**src/hdl/uie_cfg.svh**
```systemverilog
// register map, field positions, reset values and timing counts of the usb interrupt enable block
`ifndef UIE_CFG_SVH
`define UIE_CFG_SVH

`define UIE_ADDR_W 16
`define UIE_IDX_ENABLE 12'hf36
`define UIE_IDX_STATUS 12'hf62

`define UIE_BIT_BUSRST 0
`define UIE_BIT_ERROR 1
`define UIE_BIT_ACTV 2
`define UIE_BIT_TRN 3
`define UIE_BIT_IDLE 4
`define UIE_BIT_STALL 5
`define UIE_BIT_SOF 6
`define UIE_BIT_UNUSED 7

`define UIE_ENABLE_RESET 8'h00
`define UIE_STATUS_RESET 8'h00
`define UIE_ENABLE_WMASK 8'h7f
`define UIE_STATUS_SW_MASK 8'h7d

`define UIE_CLK_MHZ 25
`define UIE_IDLE_TIME_US 3000
`define UIE_IDLE_CYCLES (`UIE_IDLE_TIME_US * `UIE_CLK_MHZ)

`endif

```
**src/hdl/uie_pkg.sv**
```systemverilog
// shared types of the usb interrupt enable block
package uie_pkg;
  typedef logic [7:0] uie_byte_t;
  typedef enum logic [1:0] {
    UIE_RESP_OKAY = 2'b00,
    UIE_RESP_SLVERR = 2'b10
  } uie_resp_e;
endpackage : uie_pkg

```
**src/hdl/uie_idle_if.sv**
```systemverilog
// idle detect link between the top and its idle timer
`timescale 1ns/1ns
interface uie_idle_if;
  logic bus_idle;
  logic idle_evt;
  modport timer (input bus_idle, output idle_evt);
  modport owner (output bus_idle, input idle_evt);
endinterface : uie_idle_if

```
**src/hdl/uie_idle_timer.sv**
```systemverilog
// idle detector: pulses once after the bus stays idle long enough
`timescale 1ns/1ns
`include "uie_cfg.svh"
module uie_idle_timer #(
  parameter int unsigned IDLE_CYCLES = `UIE_IDLE_CYCLES
) (
  input wire logic i_clock,
  input wire logic i_rst_n,
  uie_idle_if.timer idle
);
  localparam logic [16:0] LAST = 17'(IDLE_CYCLES);

  logic [16:0] cnt_r;
  logic [16:0] cnt_nxt;
  logic evt_r;
  logic evt_nxt;

  // saturating count so one unbroken idle stretch yields a single pulse
  assign cnt_nxt = !idle.bus_idle ? 17'h00000 : (cnt_r == LAST) ? cnt_r : cnt_r + 17'h00001;
  assign evt_nxt = idle.bus_idle && (cnt_r == LAST - 17'h00001);
  assign idle.idle_evt = evt_r;

  always_ff @(posedge i_clock) begin
    if (!i_rst_n) begin
      cnt_r <= 17'h00000;
      evt_r <= 1'b0;
    end else begin
      cnt_r <= cnt_nxt;
      evt_r <= evt_nxt;
    end
  end

  idle_time_a: assert property (@(posedge i_clock) disable iff (!i_rst_n)
    evt_r |-> cnt_r == LAST && $past(idle.bus_idle))
    else $error("idle pulse without full idle stretch");

  idle_break_a: assert property (@(posedge i_clock) disable iff (!i_rst_n)
    !idle.bus_idle |=> !evt_r && cnt_r == 17'h00000)
    else $error("idle count not restarted by bus activity");

  idle_seen_c: cover property (@(posedge i_clock) disable iff (!i_rst_n) evt_r);
endmodule : uie_idle_timer

```
**src/hdl/uie_top.sv**
```systemverilog
// usb status flags, per-source interrupt enable mask and axi4-lite register slave
//
// Local design decision: register access over AXI4-Lite.
`timescale 1ns/1ns
`include "uie_cfg.svh"

// Functional notes
// - set enable bit forwards its status flag
// - enables gate only interrupt forwarding
// - flags still set while enable clear
// - bit 6 enables start-of-frame interrupt
// - bit 5 enables stall sent interrupt
// - bit 4 enables idle detect interrupt
// - bit 3 enables transaction done interrupt
// - bit 2 enables bus activity interrupt
// - bit 1 enables combined error interrupt
// - bit 0 enables bus reset interrupt
// - bit 7 ignores writes, reads zero
// - enabled flags ored into one request
// - flags except error sticky until written zero; one sets
// - idle flag after 3 ms idle
module uie_top import uie_pkg::*; #(
  parameter int unsigned IDLE_CYCLES = `UIE_IDLE_CYCLES
) (
  input wire logic i_clock,
  input wire logic i_rst_n,
  input wire logic [`UIE_ADDR_W-1:0] i_awaddr,
  input wire logic i_awvalid,
  output logic o_awready,
  input wire logic [31:0] i_wdata,
  input wire logic [3:0] i_wstrb,
  input wire logic i_wvalid,
  output logic o_wready,
  output logic [1:0] o_bresp,
  output logic o_bvalid,
  input wire logic i_bready,
  input wire logic [`UIE_ADDR_W-1:0] i_araddr,
  input wire logic i_arvalid,
  output logic o_arready,
  output logic [31:0] o_rdata,
  output logic [1:0] o_rresp,
  output logic o_rvalid,
  input wire logic i_rready,
  input wire logic i_sof_evt,
  input wire logic i_stall_evt,
  input wire logic i_trn_evt,
  input wire logic i_actv_evt,
  input wire logic i_busrst_evt,
  input wire logic i_err_any,
  input wire logic i_bus_idle,
  output logic o_combined_usb_irq
);

  // registers are word indices; byte address is four times the index
  function automatic logic uie_hit(input logic [`UIE_ADDR_W-1:0] addr, input logic [11:0] idx);
    uie_hit = (addr[`UIE_ADDR_W-1:2] == {2'b00, idx});
  endfunction : uie_hit

  uie_idle_if idle_link ();

  uie_idle_timer #(
    .IDLE_CYCLES(IDLE_CYCLES)
  ) u_idle (
    .i_clock(i_clock),
    .i_rst_n(i_rst_n),
    .idle(idle_link.timer)
  );

  assign idle_link.bus_idle = i_bus_idle;

  // register state
  uie_byte_t usb_interrupt_enable_r;
  uie_byte_t usb_interrupt_enable_nxt;
  uie_byte_t usb_interrupt_status_r;
  uie_byte_t usb_interrupt_status_nxt;
  logic irq_r;
  logic irq_nxt;

  // write channel state
  logic aw_held_r;
  logic aw_held_nxt;
  logic [`UIE_ADDR_W-1:0] aw_addr_r;
  logic w_held_r;
  logic w_held_nxt;
  logic [7:0] w_data_r;
  logic w_strb_r;
  logic awready_r;
  logic wready_r;
  logic bvalid_r;
  logic bvalid_nxt;
  uie_resp_e bresp_r;

  // read channel state
  logic arready_r;
  logic rvalid_r;
  logic rvalid_nxt;
  logic [31:0] rdata_r;
  uie_resp_e rresp_r;

  // write decode
  wire aw_take = i_awvalid && awready_r;
  wire w_take = i_wvalid && wready_r;
  wire wr_do = aw_held_r && w_held_r && !bvalid_r;
  wire wr_hit_en = uie_hit(aw_addr_r, `UIE_IDX_ENABLE);
  wire wr_hit_st = uie_hit(aw_addr_r, `UIE_IDX_STATUS);
  wire wr_mapped = wr_hit_en || wr_hit_st;
  wire wr_en = wr_do && wr_hit_en && w_strb_r;
  wire wr_st = wr_do && wr_hit_st && w_strb_r;

  assign aw_held_nxt = aw_held_r ? !wr_do : aw_take;
  assign w_held_nxt = w_held_r ? !wr_do : w_take;
  // a new write waits until the previous answer is taken
  assign bvalid_nxt = wr_do || (bvalid_r && !i_bready);

  // read decode
  wire ar_take = i_arvalid && arready_r;
  wire rd_hit_en = uie_hit(i_araddr, `UIE_IDX_ENABLE);
  wire rd_hit_st = uie_hit(i_araddr, `UIE_IDX_STATUS);
  // unmapped reads answer zero with an error response
  wire [31:0] rd_val = rd_hit_en ? {24'h000000, usb_interrupt_enable_r} :
                       rd_hit_st ? {24'h000000, usb_interrupt_status_r} : 32'h00000000;
  wire uie_resp_e rd_resp = (rd_hit_en || rd_hit_st) ? UIE_RESP_OKAY : UIE_RESP_SLVERR;

  assign rvalid_nxt = ar_take || (rvalid_r && !i_rready);

  // hardware events set flags regardless of the enable mask
  wire uie_byte_t hw_set = {1'b0, i_sof_evt, i_stall_evt, idle_link.idle_evt,
                            i_trn_evt, i_actv_evt, 1'b0, i_busrst_evt};
  wire uie_byte_t sw_keep = wr_st ? (w_data_r & `UIE_STATUS_SW_MASK)
                                  : (usb_interrupt_status_r & `UIE_STATUS_SW_MASK);
  // error flag mirrors the external error summary and is not software writable
  wire uie_byte_t err_level = {6'h00, i_err_any, 1'b0};

  assign usb_interrupt_status_nxt = hw_set | sw_keep | err_level;
  // top bit is never stored so it reads back zero
  assign usb_interrupt_enable_nxt = wr_en ? (w_data_r & `UIE_ENABLE_WMASK)
                                          : usb_interrupt_enable_r;
  // one combined request; computed from next values so it tracks the flags without lag
  assign irq_nxt = |(usb_interrupt_status_nxt & usb_interrupt_enable_nxt);

  always_ff @(posedge i_clock) begin
    if (!i_rst_n) begin
      usb_interrupt_enable_r <= `UIE_ENABLE_RESET;
      usb_interrupt_status_r <= `UIE_STATUS_RESET;
      irq_r <= 1'b0;
    end else begin
      usb_interrupt_enable_r <= usb_interrupt_enable_nxt;
      usb_interrupt_status_r <= usb_interrupt_status_nxt;
      irq_r <= irq_nxt;
    end
  end

  always_ff @(posedge i_clock) begin
    if (!i_rst_n) begin
      aw_held_r <= 1'b0;
      w_held_r <= 1'b0;
      awready_r <= 1'b1;
      wready_r <= 1'b1;
      bvalid_r <= 1'b0;
    end else begin
      aw_held_r <= aw_held_nxt;
      w_held_r <= w_held_nxt;
      awready_r <= !aw_held_nxt;
      wready_r <= !w_held_nxt;
      bvalid_r <= bvalid_nxt;
    end
  end

  always_ff @(posedge i_clock) begin
    if (!i_rst_n) begin
      aw_addr_r <= {`UIE_ADDR_W{1'b0}};
      w_data_r <= 8'h00;
      w_strb_r <= 1'b0;
      bresp_r <= UIE_RESP_OKAY;
    end else begin
      if (aw_take) begin
        aw_addr_r <= i_awaddr;
      end
      // only the low byte lane carries register bits
      if (w_take) begin
        w_data_r <= i_wdata[7:0];
        w_strb_r <= i_wstrb[0];
      end
      if (wr_do) begin
        bresp_r <= wr_mapped ? UIE_RESP_OKAY : UIE_RESP_SLVERR;
      end
    end
  end

  always_ff @(posedge i_clock) begin
    if (!i_rst_n) begin
      arready_r <= 1'b1;
      rvalid_r <= 1'b0;
      rdata_r <= 32'h00000000;
      rresp_r <= UIE_RESP_OKAY;
    end else begin
      // one read in flight; the address channel reopens once the answer is taken
      arready_r <= !rvalid_nxt;
      rvalid_r <= rvalid_nxt;
      if (ar_take) begin
        rdata_r <= rd_val;
        rresp_r <= rd_resp;
      end
    end
  end

  assign o_awready = awready_r;
  assign o_wready = wready_r;
  assign o_bvalid = bvalid_r;
  assign o_bresp = bresp_r;
  assign o_arready = arready_r;
  assign o_rvalid = rvalid_r;
  assign o_rdata = rdata_r;
  assign o_rresp = rresp_r;
  assign o_combined_usb_irq = irq_r;

  // helper: an enable read is answered on the next cycle
  // the answer shows the mask as it stood when the address was taken
  logic rd_en_pend_r;
  always_ff @(posedge i_clock) begin
    if (!i_rst_n) begin
      rd_en_pend_r <= 1'b0;
    end else if (ar_take) begin
      rd_en_pend_r <= rd_hit_en;
    end
  end

  irq_or_a: assert property (@(posedge i_clock) disable iff (!i_rst_n)
    o_combined_usb_irq == |(usb_interrupt_status_r & usb_interrupt_enable_r))
    else $error("combined request differs from enabled flags");

  irq_masked_a: assert property (@(posedge i_clock) disable iff (!i_rst_n)
    (usb_interrupt_enable_r == 8'h00) |-> !o_combined_usb_irq)
    else $error("request raised with every enable clear");

  poll_flag_a: assert property (@(posedge i_clock) disable iff (!i_rst_n)
    i_sof_evt |=> usb_interrupt_status_r[`UIE_BIT_SOF])
    else $error("start-of-frame flag not set by its event");

  flag_sticky_a: assert property (@(posedge i_clock) disable iff (!i_rst_n)
    usb_interrupt_status_r[`UIE_BIT_STALL] && !wr_st |=> usb_interrupt_status_r[`UIE_BIT_STALL])
    else $error("stall flag dropped without a software write");

  flag_clear_a: assert property (@(posedge i_clock) disable iff (!i_rst_n)
    wr_st && !w_data_r[`UIE_BIT_TRN] && !i_trn_evt |=> !usb_interrupt_status_r[`UIE_BIT_TRN])
    else $error("transaction flag not cleared by writing zero");

  enable_write_a: assert property (@(posedge i_clock) disable iff (!i_rst_n)
    wr_en |=> usb_interrupt_enable_r == ($past(w_data_r) & 8'h7f))
    else $error("enable register did not take the written byte");

  top_bit_a: assert property (@(posedge i_clock) disable iff (!i_rst_n)
    $rose(o_rvalid) && rd_en_pend_r |-> o_rdata[7:0] == $past(usb_interrupt_enable_r) && !o_rdata[7])
    else $error("enable read shows bit seven or wrong value");

  reset_clear_a: assert property (@(posedge i_clock)
    $rose(i_rst_n) |-> usb_interrupt_enable_r == 8'h00 && !o_combined_usb_irq)
    else $error("enable bits not cleared by reset");

  write_answer_a: assert property (@(posedge i_clock) disable iff (!i_rst_n)
    wr_do |=> o_bvalid && o_awready && o_wready)
    else $error("write response missing one cycle after write");

  read_hold_a: assert property (@(posedge i_clock) disable iff (!i_rst_n)
    o_rvalid && !i_rready |=> o_rvalid && $stable(o_rdata) && $stable(o_rresp))
    else $error("read answer changed before it was taken");

  // register bus answers, refused accesses, the unused top bit and the flag sources
  read_answer_a: assert property (@(posedge i_clock) disable iff (!i_rst_n)
    ar_take |=> o_rvalid && !o_arready)
    else $error("read answer missing one cycle after address");

  read_block_a: assert property (@(posedge i_clock) disable iff (!i_rst_n)
    o_rvalid |-> !o_arready)
    else $error("second read address accepted while answer pending");

  write_hold_a: assert property (@(posedge i_clock) disable iff (!i_rst_n)
    o_bvalid && !i_bready |=> o_bvalid && $stable(o_bresp))
    else $error("write answer changed before it was taken");

  read_upper_a: assert property (@(posedge i_clock) disable iff (!i_rst_n)
    o_rvalid |-> o_rdata[31:8] == 24'h000000)
    else $error("read data upper bits not zero");

  read_miss_a: assert property (@(posedge i_clock) disable iff (!i_rst_n)
    o_rvalid && o_rresp == UIE_RESP_SLVERR |-> o_rdata == 32'h00000000)
    else $error("unmapped read returned data");

  refused_write_a: assert property (@(posedge i_clock) disable iff (!i_rst_n)
    wr_do && !wr_en |=> $stable(usb_interrupt_enable_r))
    else $error("enable changed by a refused write");

  unused_bit_a: assert property (@(posedge i_clock) disable iff (!i_rst_n)
    !usb_interrupt_enable_r[`UIE_BIT_UNUSED] && !usb_interrupt_status_r[`UIE_BIT_UNUSED])
    else $error("unimplemented top bit was stored");

  event_set_a: assert property (@(posedge i_clock) disable iff (!i_rst_n)
    i_rst_n && |hw_set |=> (usb_interrupt_status_r & $past(hw_set)) == $past(hw_set))
    else $error("hardware event did not set its flag");

  err_mirror_a: assert property (@(posedge i_clock) disable iff (!i_rst_n)
    i_rst_n |=> usb_interrupt_status_r[`UIE_BIT_ERROR] == $past(i_err_any))
    else $error("error flag does not follow its source");

  irq_rise_c: cover property (@(posedge i_clock) disable iff (!i_rst_n) $rose(o_combined_usb_irq));
  sw_set_c: cover property (@(posedge i_clock) disable iff (!i_rst_n) wr_st && w_data_r[`UIE_BIT_SOF]);
  masked_poll_c: cover property (@(posedge i_clock) disable iff (!i_rst_n)
    usb_interrupt_status_r[`UIE_BIT_IDLE] && !usb_interrupt_enable_r[`UIE_BIT_IDLE]);
  bad_addr_c: cover property (@(posedge i_clock) disable iff (!i_rst_n)
    o_bvalid && o_bresp == UIE_RESP_SLVERR);

endmodule : uie_top

```
**config.mk**
```make
export PLATFORM = sky130hd
export DESIGN_NAME = uie_top
export DESIGN_NICKNAME = d
export VERILOG_FILES = /design/src/hdl/uie_pkg.sv /design/src/hdl/uie_idle_if.sv /design/src/hdl/uie_idle_timer.sv /design/src/hdl/uie_top.sv
export VERILOG_INCLUDE_DIRS = /design/src /design/src/hdl
export SDC_FILE = /design/constraint.sdc
export NUM_CORES = 1
export LEC_CHECK = 0
export BUFFER_PORTS_ARGS = -buffer_cell sky130_fd_sc_hd__buf_2
export CAP_MARGIN = 20
export CORE_UTILIZATION = 49
export CTS_CLUSTER_SIZE = 8
export DETAILED_ROUTE_END_ITERATION = 10
export GPL_ROUTABILITY_DRIVEN = 0
export HOLD_SLACK_MARGIN = 0.15
export PLACE_DENSITY = 0.76
export SYNTH_ARGS = -nofsm -noshare
export SYNTH_HDL_FRONTEND = slang
export SYNTH_SLANG_ARGS = --single-unit
```
**constraint.sdc**
```tcl
create_clock -name i_clock -period 2.6 [get_ports i_clock]
set_clock_uncertainty 0.05 [all_clocks]
set_input_delay 0.13 -clock i_clock [delete_from_list [all_inputs] [get_ports i_clock]]
set_output_delay 0.13 -clock i_clock [all_outputs]
set_load 0.02 [all_outputs]
```
==> results of run 1 <==
## per-layer routing
layer | vias up | part of all wire [%]
met5 | - | 0
met4 | 0 | 1.6
met3 | 12 | 5.5
met2 | 104 | 48
met1 | 1336 | 45
li1 | 1477 | -
## worst max-delay path by stage
stage | endpoint | slack (ns) | depth (start not counted)
5_1_grt | o_combined_usb_irq | 0.39 | 6
3_3_place_gp | o_combined_usb_irq | 0.54 | 6
6_report | o_combined_usb_irq | 0.48 | 6
2_1_floorplan | o_combined_usb_irq | 0.78 | 7
4_1_cts | o_combined_usb_irq | 0.49 | 6
3_5_place_dp | o_combined_usb_irq | 0.51 | 6
## cells in the final DEF, fill, tap and decap left out, drive strengths merged, types with 4 or more instances in the layout
cell type	count
nand2	88
dfxtp	71
buf	67
a21oi	38
dlygate4sd3	33
conb	27
nor2	26
o21ai	16
inv	15
clkbuf	12
and2	10
mux2i	10
xor2	9
nor3	7
nand4	6
or3	5
nand3	5
a31oi	5
nand2b	4
## registers in the layout (all words and copies together), names as in the netlist, 7 cells and up
register,cells
u_idle.cnt_r,17
aw_addr_r,14
o_rdata,7
usb_interrupt_enable_r,7
usb_interrupt_status_r,7
w_data_r,7
## report_power, final
| group | switching (W) | internal (W) |
|---|---|---|
| clock | 0.000406 | 0.000620 |
| sequential | 0.0000319 | 0.00113 |
| combinational | 0.000144 | 0.000104 |
## per-stage QoR
step	hold slack, ns	area, um^2	util (%)	setup slack (ns)
after CTS	0.2264	4115	64.08	0.4864
after detailed placement	0.3260	3543	55.17	0.5121
after global placement	0.3214	3543	55.17	0.5448
final	0.2422	4115	64.08	0.4830
after global routing	0.2655	4115	64.08	0.3947
after floorplan	0.2153	3385	-	0.7846
## kinds of logic (layout without fill, tap and decap cells)
logic type               after synthesis  count (layout)
buffers and inverters                 58             131
AND/OR/NAND/NOR                      172             172
AO/OA/AOI/OAI                         72              72
adder cells (fa/ha/maj)                2               2
XOR/XNOR                              12              12
multiplexers                          10              10
flip-flops                            71              71
other                                  1              27
## final cells by class
class	instances	area [um^2]
fill	555	2307
multi-input combinational	295	1627
sequential	71	1421
timing repair buffer	100	673.1
clock buffer	12	165.2
tap	77	96.34
clock inverter	4	76.32
inverter	15	56.30
## worst max-delay path, delay by kind of cell (launching register included)
| family | cells | cell delay [ns] |
|---|---|---|
| compound gates | 3 | 0.70 |
| simple gates | 3 | 0.94 |
| flops | 1 | 0.34 |
==> results.json, run 1 <==
{
  "worst_pin_slew_ns": 0.6834,
  "rsz0062_at_grt": "false",
  "p_per_area_nw_per_um2": 591.5,
  "min-delay-path-class": "input pin to flip-flop",
  "rrSetupSlack_ns": 0.48,
  "antenna_found_initial": 0,
  "max_slew_margin_pct": 54.39,
  "clk-insertion-delay-late_ns": 0.34,
  "postCtsSetupBuffers": 0,
  "drt_pass1_iterations": 7,
  "status": "finished with violations",
  "gr-total-overflow": 0,
  "first_global_vias": 2659,
  "synth_xor_area_share_pct": 3.198,
  "clockRootBuffer": "clkbuf_8",
  "drive_above_1_share_pct": 18.51,
  "fin_total_pwr_w": 0.002434,
  "cts_sinks": 71,
  "rows": 29,
  "dieArea_um2": 7039,
  "synthFlopType": "dfxtp_1",
  "cts_tree": "built",
  "synth_commonest_cells": "nand2_1 (88), dfxtp_1 (71), a21oi_1 (38)",
  "hold_depth": 4,
  "maxCapViolCount": 0,
  "grt_max_degree": 24,
  "synthMuxAreaShare_pct": 3.426,
  "port-buffer-count": 64,
  "synth_area_um2": 3287,
  "worstPathArrival_ns": 2.33,
  "synth_top_cell_area_share_pct": 43.24,
  "finalCritPeriodShare_pct": 81.42,
  "syn-instance-count": 398,
  "drc": 18,
  "synth_seq_area_share_pct": 43.24,
  "synth_warnings": 0,
  "htree_levels": 3,
  "fp.dieW_um": 83.90,
  "hold_buffers": 33,
  "ys_async_sr_fraction_pct": 0,
  "max_stage_delay_ns": 0.38,
  "vias": 2929,
  "vdd_drop_max_uv": 386.1,
  "initial_utilization_pct": 51.18,
  "post_cts_resized": 0,
  "grt_most_used_layer": "met2",
  "ff2ff_path_depth": 6,
  "post-dp-hpwl_mm": 4.753,
  "max_freq_mhz": 472.4,
  "drt-total-wl_mm": 7.107,
  "syn_area_per_cell_um2": 8.259,
  "detail_route.vias_per_cell": 5.103,
  "use_met1_pct": 25.03,
  "synthAdderAreaFrac_pct": 0.7613,
  "setup_viol": 0,
  "hold_start": "i_wvalid",
  "ant_nets": 0,
  "final_hold_viol_count": 0,
  "clockBufferDepth": 2,
  "grt_usage_pct": 20.61,
  "crit_start": "aw_addr_r[15]",
  "drt_iter0_drc": 184,
  "crit_type": "flip-flop to flip-flop",
  "synth_top_area_cell": "dfxtp_1",
  "synth_most_common_cell": "nand2_1",
  "synth-simple-area-share_pct": 26.11,
  "met3_usage_pct": 4.352,
  "place_inst": 525,
  "path_cells": "nor4b_4 > nand4_4 > nor2_2 > o32ai_1 > o31a_1 > a41oi_2",
  "final_max_slew_viol_count": 0,
  "synth_edf_count": 0,
  "diodes": 0,
  "p_leak_nw": 1.688,
  "rr_endpoint": "o_combined_usb_irq",
  "min_to": "w_data_r[6]",
  "finalSetupTns_ns": 0,
  "grt_pass1_wl_mm": 11.53,
  "area_delta_synth_final_pct": 25.20,
  "core_um2": 6422,
  "slowest_stage": "nor2_2",
  "wire_per_inst_um": 12.38,
  "yosys.cell_types.count": 53,
  "startpoint_type": "flip-flop",
  "path_clk_slew_ns": 0.07,
  "numCtsBuffers": 9,
  "min_period_ns": 2.117,
  "finalNonFillerCells": 574,
  "r2r-start": "aw_addr_r[15]",
  "synth_compound_area_share_pct": 12.90,
  "violations": "DRC",
  "synth_top_family_by_area": "simple AND/OR/NAND/NOR gates",
  "end_kind": "flip-flop",
  "fin_nets": 576,
  "cp_max_fo": 10,
  "ys_ff_latch": 71,
  "critical_path_required_ns": 2.81,
  "die_y_um": 83.90,
  "ys_top_cells_by_area": "dfxtp_1 (43%), nand2_1 (10%), buf_4 (6.2%)",
  "use_met2_pct": 34.58,
  "io_pins": 124
}
Note: power is estimated with default switching activity, not from simulation.
==> run 2, diff against run 1 <==
Clock period 2.6 ns to 2 ns, I/O delays scaled along.
==> run 2 against run 1 <==
  * The flow still finishes with violations (DRC)
  * Combinational power grew 34%
  * Via count grew 1.7%
  * Register-to-register slack lost 0.41 ns
  * Non-clock buffer count grew 13
  * Sequential share of layout area shrank 0.79 points
  * Worst setup slack lost 0.41 ns
  * Fmax grew 9.7%
  * Utilization grew 1.6 points
  * Critical path depth is the same
  * Largest cell class unchanged
  * Largest power group unchanged
  * Highest routed layer unchanged
==> results.json, run 2 (same netlist as run 1, synthesis figures left out) <==
{
  "critical_path_required_ns": 2.16,
  "worst_pin_slew_ns": 0.6012,
  "finalCritPeriodShare_pct": 96.46,
  "final_hold_viol_count": 0,
  "p_comb_share_pct": 10.8,
  "vias": 2980,
  "post-dp-hpwl_mm": 4.900,
  "grt_pass1_wl_mm": 12.15,
  "fin_nets": 589,
  "numCtsBuffers": 9,
  "drt-total-wl_mm": 7.371,
  "final_cell_mix": "nand2_1 (88), dfxtp_1 (70), buf_2 (64)",
  "min-delay-path-class": "input pin to flip-flop",
  "max_flop_register": "u_idle.cnt_r",
  "initial_utilization_pct": 51.18,
  "diodes": 0,
  "holdWs_ns": 0.1895,
  "worstPathArrival_ns": 2.09,
  "fill_cells": 537,
  "rows": 29,
  "ff2ff_path_depth": 6,
  "drt_pass1_iterations": 8,
  "largest_registers": "u_idle.cnt_r x17, aw_addr_r x14",
  "rsz0062_at_grt": "true",
  "slowest_stage": "or3_4",
  "path_cells": "nor4b_4 > nand4_4 > or3_4 > a21oi_4 > a2bb2oi_2 > a41oi_2",
  "crit_type": "flip-flop to flip-flop",
  "r2r-start": "aw_addr_r[2]",
  "drt_iter0_drc": 173,
  "status": "finished with violations",
  "clockPowerShare_pct": 40.2,
  "clockRootBuffer": "clkbuf_8",
  "core_um2": 6422,
  "min_period_ns": 1.929,
  "seqPwrFrac_pct": 49.1,
  "p_per_area_nw_per_um2": 731.0,
  "violations": "DRC",
  "gr-total-overflow": 0,
  "largest_reg_flops": 17,
  "hold_depth": 4,
  "detail_route.vias_per_cell": 5.085,
  "cp_max_fo": 6,
  "fp.dieW_um": 83.90,
  "mostFrequentLayoutCell": "nand2_1",
  "port-buffer-count": 64,
  "clk-insertion-delay-late_ns": 0.35,
  "fin_total_pwr_w": 0.003081,
  "hold_start": "i_wvalid",
  "io_pins": 124,
  "vdd_drop_max_uv": 586.4,
  "drc": 18,
  "first_global_vias": 2790,
  "min_to": "w_data_r[6]",
  "p_leak_nw": 1.749,
  "end_kind": "flip-flop",
  "max_freq_mhz": 518.3,
  "setup_viol": 0,
  "p_switching_w": 0.0007447,
  "wire_per_inst_um": 12.58,
  "drive_above_1_share_pct": 21.41,
  "grt_usage_pct": 21.68,
  "grt_max_degree": 19,
  "switching_share_pct": 24.17,
  "max_slew_margin_pct": 59.82,
  "max_stage_delay_ns": 0.44,
  "antenna_found_initial": 0,
  "rrSetupSlack_ns": 0.07,
  "maxCapViolCount": 0,
  "final_max_slew_viol_count": 0,
  "clockBufferDepth": 2,
  "die_y_um": 83.90,
  "area_delta_synth_final_pct": 28.25,
  "htree_levels": 3,
  "power.internal_w": 0.002337,
  "cts_tree": "built",
  "path_clk_slew_ns": 0.07,
  "dieArea_um2": 7039,
  "place_inst": 537,
  "cts_sinks": 71,
  "ant_nets": 0,
  "rr_endpoint": "o_combined_usb_irq",
  "startpoint_type": "flip-flop",
  "finalNonFillerCells": 586
}
-- run 2: changes by cell type in the layout (fill, tap and decap cells not counted), sizes merged --
cell,delta
clkbuf,-1
buf,+13
clkinv,+1
clkinvlp,-1
-- run 2: power by group through the flow --
stage	Clock, W	Combinational [W]	Sequential [W]
6_report	0.00124	0.000332	0.00151
5_1_grt	0.00132	0.000365	0.00152
4_1_cts	0.00125	0.000324	0.00151
3_5_place_dp	0	0.000274	0.00154
3_3_place_gp	0	0.000268	0.00154
2_1_floorplan	0	0.000207	0.00154
-- run 2: worst max-delay path by stage --
stage	startpoint	to	slack (ns)	cells after the start
after floorplan	aw_addr_r[15]	o_combined_usb_irq	0.18	7
after global placement	aw_addr_r[15]	o_combined_usb_irq	0.04	6
after detailed placement	aw_addr_r[15]	o_combined_usb_irq	-0.009	6
after CTS	aw_addr_r[15]	o_combined_usb_irq	0.03	6
after global routing	aw_addr_r[2]	o_combined_usb_irq	-0.007	6
final	aw_addr_r[2]	o_combined_usb_irq	0.07	6
-- run 2: layout make-up --
class / count / area [um^2] / area share (%)
multi-input cells: 295 / 1654 / 39.24
flip-flops and latches: 71 / 1423 / 33.75
repair buffers: 113 / 774.5 / 18.37
clock buffers: 11 / 141.4 / 3.354
well taps: 77 / 96.34 / 2.286
clock inverters: 4 / 70.07 / 1.662
inverters: 15 / 56.30 / 1.336
-- run 2: critical path, delay by kind of cell, from the launching register on --
kind,cells,cell delay (ns)
flip-flops,1,0.34
AND/OR/NAND/NOR,3,0.98
AO/OA/AOI/OAI,3,0.43
-- run 2: what timing repair did --
| item | CTS | global route |
|---|---|---|
| hold buffers | 33 | 0 |
| endpoints found under the setup margin | 1 | 1 |
| buffers inserted | 0 | 1 |
| pin swaps | 0 | 5 |
| gates resized for setup | 1 | 7 |
| endpoints found under the hold margin | 42 | 0 |
-- run 2: layer usage --
metal  GRT usage, %  vias up  wire [um]
met2          35.39      115       3410
met4          8.621        0        146
met1          26.97     1348       3344
met5              0        -          0
li1               -     1502          -
met3          6.133       15        470
-- run 2: through the flow --
step                      setup slack (ns)    TNS, ns  utilization, %  area [um^2]
after floorplan                     0.1846          0               -         3385
after global placement             0.04413          0           56.58         3633
after detailed placement         -0.008798  -0.008798           56.58         3633
after CTS                          0.03315          0           65.05         4178
after global routing             -0.007099  -0.007099           65.63         4215
final                              0.07077          0           65.63         4215
